==> config.mk <==
export PLATFORM = sky130hd
export DESIGN_NAME = cmd_decoder_flat
export DESIGN_NICKNAME = d
export VERILOG_FILES = /design/src/common/cmd_decode_pkg.sv /design/src/common/cmd_link_if.sv /design/src/core/cmd_decoder.sv /design/src/flat_wrapper.sv
export SDC_FILE = /design/constraint.sdc
export NUM_CORES = 1
export LEC_CHECK = 0
export ABC_AREA = 1
export BUFFER_PORTS_ARGS = -buffer_cell sky130_fd_sc_hd__clkbuf_2
export CAP_MARGIN = 15
export CORE_MARGIN = 2
export CORE_UTILIZATION = 41
export CTS_CLUSTER_DIAMETER = 30
export DETAILED_ROUTE_END_ITERATION = 8
export RECOVER_POWER = 50
export SETUP_SLACK_MARGIN = 0.1
export SYNTH_ARGS = -nofsm -noshare
export SYNTH_HDL_FRONTEND = slang
export SYNTH_SLANG_ARGS = --single-unit
export TNS_END_PERCENT = 100
==> constraint.sdc <==
create_clock -name clock_i -period 3 [get_ports clock_i]
set_input_delay 0.6 -clock clock_i [delete_from_list [all_inputs] [get_ports clock_i]]
set_output_delay 0.6 -clock clock_i [all_outputs]
set_load 0.05 [all_outputs]
==> src/common/cmd_decode_pkg.sv <==
// constants and types shared by both ends of the command link
package cmd_decode_pkg;
	localparam int ADDR_W        = 16;
	localparam int BANK_W        = 3;
	localparam int BANKS         = 8;
	localparam int AP_BIT        = 10;
	localparam int BC_BIT        = 12;
	localparam int RFU_LO        = 13;
	localparam int MR0_BL_LO     = 0;
	localparam logic [1:0] BL_FIXED8 = 2'h0;
	localparam logic [1:0] BL_OTF    = 2'h1;
	localparam logic [1:0] BL_FIXED4 = 2'h2;
	localparam logic [1:0] MR0_RESET = 2'h0;
	localparam int BURST8_CYCLES = 4;
	localparam int BURST4_CYCLES = 2;
	localparam int CKE_MIN_CYCLES = 3;
	localparam int ZQ_LONG_CYCLES = 16;
	localparam int ZQ_SHORT_CYCLES = 4;

	typedef enum logic [2:0] {
		CMD_NONE     = 3'h0,
		CMD_READ_AP  = 3'h1,
		CMD_ZQ_LONG  = 3'h2,
		CMD_ZQ_SHORT = 3'h3,
		CMD_MRS      = 3'h4,
		CMD_OTHER    = 3'h5
	} cmd_type;

	typedef enum logic [1:0] {
		PWR_UP     = 2'h0,
		PWR_ACT_PD = 2'h1,
		PWR_PRE_PD = 2'h3
	} pwr_type;
endpackage : cmd_decode_pkg

==> src/common/cmd_link_if.sv <==
// pin bundle between memory controller and decoder
`timescale 1ns/1ps
`default_nettype none
interface cmd_link_if;
	import cmd_decode_pkg::*;
	logic              cs_n;
	logic              ras_n;
	logic              cas_n;
	logic              we_n;
	logic              cke;
	logic              odt;
	logic [BANK_W-1:0] ba;
	logic [ADDR_W-1:0] addr;

	modport dev (input cs_n, ras_n, cas_n, we_n, cke, odt, ba, addr);
	modport ctl (output cs_n, ras_n, cas_n, we_n, cke, odt, ba, addr);
endinterface : cmd_link_if
`default_nettype wire

==> src/core/cmd_decoder.sv <==
// device end: command decoder and power-down state
`timescale 1ns/1ps
`default_nettype none
module cmd_decoder
	import cmd_decode_pkg::*;
#(
	parameter int ZQ_LONG  = ZQ_LONG_CYCLES,
	parameter int ZQ_SHORT = ZQ_SHORT_CYCLES
) (
	// clock and reset
	input  wire logic            clock_i,
	input  wire logic            nrst_i,
	input  wire logic            ce_i,
	// link
	cmd_link_if.dev              link,
	// mode and bank state from the rest of the device
	input  wire logic [1:0]      mr0_bl_i,
	input  wire logic            banks_open_i,
	// decoded results
	output logic                 read_ap_o,
	output logic                 read_chop4_o,
	output logic [BANK_W-1:0]    bank_o,
	output logic                 mrs_o,
	output logic [1:0]           mrs_sel_o,
	output logic                 zq_long_o,
	output logic                 zq_short_o,
	output logic                 busy_o,
	output logic                 idle_o,
	output pwr_type              pwr_o
);
	typedef struct packed {
		logic              cke_prev;
		logic              read_ap;
		logic              chop4;
		logic [BANK_W-1:0] bank;
		logic              mrs;
		logic [1:0]        mrs_sel;
		logic              zq_long;
		logic              zq_short;
		logic [7:0]        busy_cnt;
		logic              busy;
		logic              idle;
		pwr_type           pwr;
	} state_type;

	state_type s_reg;
	state_type s_next;
	cmd_type   cmd;
	logic      nop_like;

	always_comb begin
		// odt deliberately unused
		cmd = CMD_OTHER;
		if (link.cs_n) begin
			cmd = CMD_NONE;
		end else if (!link.ras_n && !link.cas_n && !link.we_n) begin
			cmd = CMD_MRS;
		end else if (link.ras_n && !link.cas_n && link.we_n && link.addr[AP_BIT]) begin
			cmd = CMD_READ_AP;
		end else if (link.ras_n && link.cas_n && link.we_n) begin
			cmd = CMD_NONE;
		end else if (link.ras_n && link.cas_n && !link.we_n) begin
			cmd = link.addr[AP_BIT] ? CMD_ZQ_LONG : CMD_ZQ_SHORT;
		end
		nop_like = (cmd == CMD_NONE);
	end

	always_comb begin
		s_next = s_reg;
		s_next.cke_prev = link.cke;
		s_next.read_ap = 1'b0;
		s_next.mrs = 1'b0;
		s_next.zq_long = 1'b0;
		s_next.zq_short = 1'b0;
		if (s_reg.busy_cnt != 8'h00) begin
			s_next.busy_cnt = s_reg.busy_cnt - 8'h01;
		end
		unique case (s_reg.pwr)
			PWR_UP: begin
				if (s_reg.cke_prev && !link.cke) begin
					if (s_reg.idle) begin
						s_next.pwr = PWR_PRE_PD;
					end else if (nop_like) begin
						s_next.pwr = PWR_ACT_PD;
					end
				end else if (s_reg.cke_prev && link.cke) begin
					s_next.bank = link.ba;
					unique case (cmd)
						CMD_READ_AP: begin
							s_next.read_ap = 1'b1;
							unique case (mr0_bl_i)
								BL_OTF:    s_next.chop4 = !link.addr[BC_BIT];
								BL_FIXED4: s_next.chop4 = 1'b1;
								default:   s_next.chop4 = 1'b0;
							endcase
							s_next.busy_cnt = s_next.busy_cnt
								+ 8'(s_next.chop4 ? BURST4_CYCLES : BURST8_CYCLES);
						end
						CMD_MRS: begin
							s_next.mrs = 1'b1;
							s_next.mrs_sel = link.ba[1:0];
						end
						CMD_ZQ_LONG: begin
							s_next.zq_long = 1'b1;
							s_next.busy_cnt = s_next.busy_cnt + 8'(ZQ_LONG);
						end
						CMD_ZQ_SHORT: begin
							s_next.zq_short = 1'b1;
							s_next.busy_cnt = s_next.busy_cnt + 8'(ZQ_SHORT);
						end
						default: ;
					endcase
				end
			end
			PWR_ACT_PD, PWR_PRE_PD: begin
				if (!s_reg.cke_prev && link.cke && nop_like) begin
					s_next.pwr = PWR_UP;
				end
			end
			default: s_next.pwr = PWR_UP;
		endcase
		s_next.busy = (s_next.busy_cnt != 8'h00);
		s_next.idle = !banks_open_i && (s_next.busy_cnt == 8'h00) && link.cke
			&& (s_next.pwr == PWR_UP);
	end

	always_ff @(posedge clock_i or negedge nrst_i) begin
		if (!nrst_i) begin
			s_reg <= '{default: '0, pwr: PWR_UP};
		end else if (ce_i) begin
			s_reg <= s_next;
		end
	end

	assign read_ap_o    = s_reg.read_ap;
	assign read_chop4_o = s_reg.chop4;
	assign bank_o       = s_reg.bank;
	assign mrs_o        = s_reg.mrs;
	assign mrs_sel_o    = s_reg.mrs_sel;
	assign zq_long_o    = s_reg.zq_long;
	assign zq_short_o   = s_reg.zq_short;
	assign busy_o       = s_reg.busy;
	assign idle_o       = s_reg.idle;
	assign pwr_o        = s_reg.pwr;
endmodule : cmd_decoder
`default_nettype wire

==> src/flat_wrapper.sv <==
// flat-port wrapper written by rule: the top's interface ports become plain ports
module cmd_decoder_flat import cmd_decode_pkg::*;
#(
	parameter int ZQ_LONG  = ZQ_LONG_CYCLES,
	parameter int ZQ_SHORT = ZQ_SHORT_CYCLES
)
  (clock_i, nrst_i, ce_i, mr0_bl_i, banks_open_i, read_ap_o, read_chop4_o, bank_o, mrs_o, mrs_sel_o, zq_long_o, zq_short_o, busy_o, idle_o, pwr_o, link_cs_n, link_ras_n, link_cas_n, link_we_n, link_cke, link_odt, link_ba, link_addr);
  cmd_link_if link_i ();
  input  wire logic clock_i;
  input  wire logic nrst_i;
  input  wire logic ce_i;
  input  wire logic [1:0] mr0_bl_i;
  input  wire logic banks_open_i;
  output logic read_ap_o;
  output logic read_chop4_o;
  output logic [BANK_W-1:0] bank_o;
  output logic mrs_o;
  output logic [1:0] mrs_sel_o;
  output logic zq_long_o;
  output logic zq_short_o;
  output logic busy_o;
  output logic idle_o;
  output pwr_type pwr_o;
  input wire logic [$bits(link_i.cs_n)-1:0] link_cs_n;
  input wire logic [$bits(link_i.ras_n)-1:0] link_ras_n;
  input wire logic [$bits(link_i.cas_n)-1:0] link_cas_n;
  input wire logic [$bits(link_i.we_n)-1:0] link_we_n;
  input wire logic [$bits(link_i.cke)-1:0] link_cke;
  input wire logic [$bits(link_i.odt)-1:0] link_odt;
  input wire logic [$bits(link_i.ba)-1:0] link_ba;
  input wire logic [$bits(link_i.addr)-1:0] link_addr;
  assign link_i.cs_n = link_cs_n;
  assign link_i.ras_n = link_ras_n;
  assign link_i.cas_n = link_cas_n;
  assign link_i.we_n = link_we_n;
  assign link_i.cke = link_cke;
  assign link_i.odt = link_odt;
  assign link_i.ba = link_ba;
  assign link_i.addr = link_addr;
  cmd_decoder #(.ZQ_LONG(ZQ_LONG), .ZQ_SHORT(ZQ_SHORT)) u_core (.clock_i(clock_i), .nrst_i(nrst_i), .ce_i(ce_i), .link(link_i), .mr0_bl_i(mr0_bl_i), .banks_open_i(banks_open_i), .read_ap_o(read_ap_o), .read_chop4_o(read_chop4_o), .bank_o(bank_o), .mrs_o(mrs_o), .mrs_sel_o(mrs_sel_o), .zq_long_o(zq_long_o), .zq_short_o(zq_short_o), .busy_o(busy_o), .idle_o(idle_o), .pwr_o(pwr_o));
endmodule
==> results.md <==
- Worst EP arrival: 2920 ps
- Commonest cells after routing, fill and taps aside: nand2_1 (81), inv_1 (31), nand3_1 (26), clkbuf_2 (24), dfrtp_1 (23)
- GP Congestion: 0.8182
- Core Region: 4692 um^2
- Non-Filler Instances: 377
- Inserted Diodes: 0
- Max-slew violation count: 0
- First-pass DRT Iterations: 4
- Setup WS post-layout: 243.2 ps
- Global-route wire length before repair: 7769 um
- Port bufs: 29
- FP Rows: 25
- Via count: roughly 1900
- TNS Setup: 0 ps
- Peak supply drop: 0.3214 mV
- Post-layout nets: between 300 and 400
- Leakage: between 1 and 1.5 nW
- DP Cell Count: about 370
- Slew at the pin closest to its max-slew limit: 1262 ps
- Period minus WS final: between 2000 and 3000 ps
- Die H: 73.37 um
- Area Overhead vs Synth: 17.18%
- Hold crit path type: register to register
- CTS clk-pin slew, worst paths: 90 ps
- Synth warnings: 0
- Synthesized net count: 328
- Mapped cell area: between 1500 and 2000 um^2
- Crit Path Category: register to register
- Initial antenna violation count: 0
- Pin count of the biggest net entering global routing: 24
- Slew margin rel.: 15.89%
- DRT iter0 DRCs: 90
- DR WL/cell: 12.26 um
- Crit path required time: between 3000 and 4000 ps
- Sequential area share after synthesis: 29.17%
- Leading cell type in the layout, fill and taps excluded: nand2_1
- CTS buffer count: 3
- CTS H-tree lvls: 1
- Vias/cell: ~5
- Clock Tree Buf Depth: 2
- Yosys reg bits: 23
- Die ar.: 5383 um^2
- Fin crit share: 91.89%
- Clock sink total: 23
- Synth unique cells: 31
- Final hold vios: 0
- Detail Placement HPWL: about 3600 um
- GRT Total Usage: a little under a fifth
- Number of I/O pins: 45
- Worst-skew pair later-pin latency: 270 ps
- Max reg flops: 9
- Worst setup SP type: register
- Place WS: between 30 and 40 ps
- Congestion Overflow GR: 0
- Syn avg cell area: 6.827 um^2
- F_max: between 300 and 400 MHz
- Vias in the first global route: 1719
- Max-capacitance violation count: 0
- Syn Inst Count: 289
- Skew final: about 6.1 ps
- Final hold slack: 484.5 ps
- Crit path max fanout: 4
- Initial core utilization: between 40 and 50%
- RSZ-0062 raised after global routing: yes
- CP Capture Type: register
- CTS root buffer: clkbuf_8
- DRT antenna net count: 0
- PD cells: between 800 and 900 nW/um^2
- Fraction of layout cells with a size suffix above 1: between 20 and 30%
- Final setup violation count: 0
- DRT Wirelength: 4623 um
- Die X-Extent: 73.37 um
- Status: finished, final reports clean
- CTS tree: done
- DRC: 0
-- area by class of cell --
cell class	instances	area [um^2]
Fill cell	502	2380
Tap cell	54	67.56
Multi-Input combinational cell	212	1217
Sequential cell	23	575.6
Timing Repair Buffer	41	241.5
Clock buffer	3	41.29
Clock inverter	1	7.507
Inverter	43	161.4
-- cells in the mapped netlist --
| library cell | instances | area (um^2) |
|---|---|---|
| a21oi_1 | 5 | 25.02 |
| a21oi_2 | 1 | 8.760 |
| a21oi_4 | 1 | 16.27 |
| a31oi_1 | 3 | 18.77 |
| buf_12 | 1 | 20.02 |
| buf_2 | 1 | 5.000 |
| buf_4 | 7 | 52.55 |
| clkbuf_1 | 2 | 7.510 |
| dfrtp_1 | 23 | 575.6 |
| fa_1 | 1 | 20.02 |
| ha_1 | 7 | 87.58 |
| inv_1 | 35 | 131.4 |
| inv_2 | 8 | 30.03 |
| mux2_2 | 1 | 11.26 |
| nand2_1 | 83 | 311.6 |
| nand2_2 | 8 | 50.05 |
| nand2_4 | 2 | 22.52 |
| nand2_8 | 1 | 20.02 |
| nand3_1 | 26 | 130.1 |
| nand3_2 | 7 | 70.07 |
| nand3b_1 | 1 | 7.510 |
| nand4_1 | 6 | 37.54 |
| nor2_1 | 22 | 82.58 |
| nor2_2 | 6 | 37.54 |
| nor2_4 | 4 | 45.04 |
| nor3_1 | 2 | 10.01 |
| nor3_2 | 1 | 10.01 |
| o21ai_0 | 19 | 95.09 |
| o21ai_1 | 2 | 10.01 |
| or3_1 | 1 | 6.260 |
| xor2_1 | 2 | 17.52 |
-- routing by layer --
metal | vias up | global-route usage [%] | wire length, um
met4 | 0 | 3.030 | 27
li1 | 976 | - | -
met2 | 41 | 31.53 | 2257
met5 | - | 0 | 0
met3 | 4 | 3.292 | 160
met1 | 855 | 24.72 | 2176
-- worst paths after layout --
path	from	endpoint	slack, ps	cells after the start
setup / recovery	u_core.s_reg[5]	u_core.busy_o	240	20
hold / removal	u_core.read_chop4_o	u_core.read_chop4_o	480	2
setup reg to reg	u_core.s_reg[5]	u_core.busy_o	240	20
hold reg to reg	u_core.read_chop4_o	u_core.read_chop4_o	480	2
max in group asynchronous	nrst_i	u_core.busy_o	1680	1
min in group asynchronous	nrst_i	u_core.pwr_o[0]	580	1
-- kinds of logic after synthesis --
kind of cell,count (synthesis),synth area share (%)
adders and majority gates,8,5.453
xor gates and xnor gates,2,0.8879
muxes,1,0.5707
AOI/OAI and AO/OA,31,8.814
and+or+nand+nor,170,42.61
buffers and inverters,54,12.49
DFF,23,29.17
-- critical path, stage by stage (launching register included) --
cell,delay (ps)
dfrtp_1,400
inv_2,100
ha_4,130
inv_2,40
nor3_4,200
nand2_4,100
a21oi_4,200
ha_4,160
inv_1,50
fa_1,470
inv_1,40
nand2_1,50
nand2_1,40
nand2_1,70
nand3_1,70
nor2_1,90
nand3_1,130
nor2_2,140
nand2_1,60
nand2_1,50
nand2_1,60
-- through the flow --
stage	util, %	total power, mW	instance area (um^2)
after CTS	46.69	1.796	2191
final	49.28	1.909	2312
after global routing	49.28	2.097	2312
after floorplan	-	1.358	1973
after global placement	45.57	1.559	2138
after detailed placement	45.57	1.577	2138
-- report_power, final --
group | internal (mW) | leakage, nW | switching [mW]
logic | 0.436 | 0.869 | 0.805
registers | 0.387 | 0.293 | 0.0793
clock network | 0.0942 | 0.0217 | 0.108
total | 0.917 | 1.18 | 0.992
-- what timing repair did --
action,CTS,global route
setup buffers,0,7
gates resized for setup,1,20
pin swaps,0,10
gates cloned,0,0
hold buffers,0,0
endpoints found under the setup margin,2,2
Note: power is estimated with default switching activity, not from simulation.
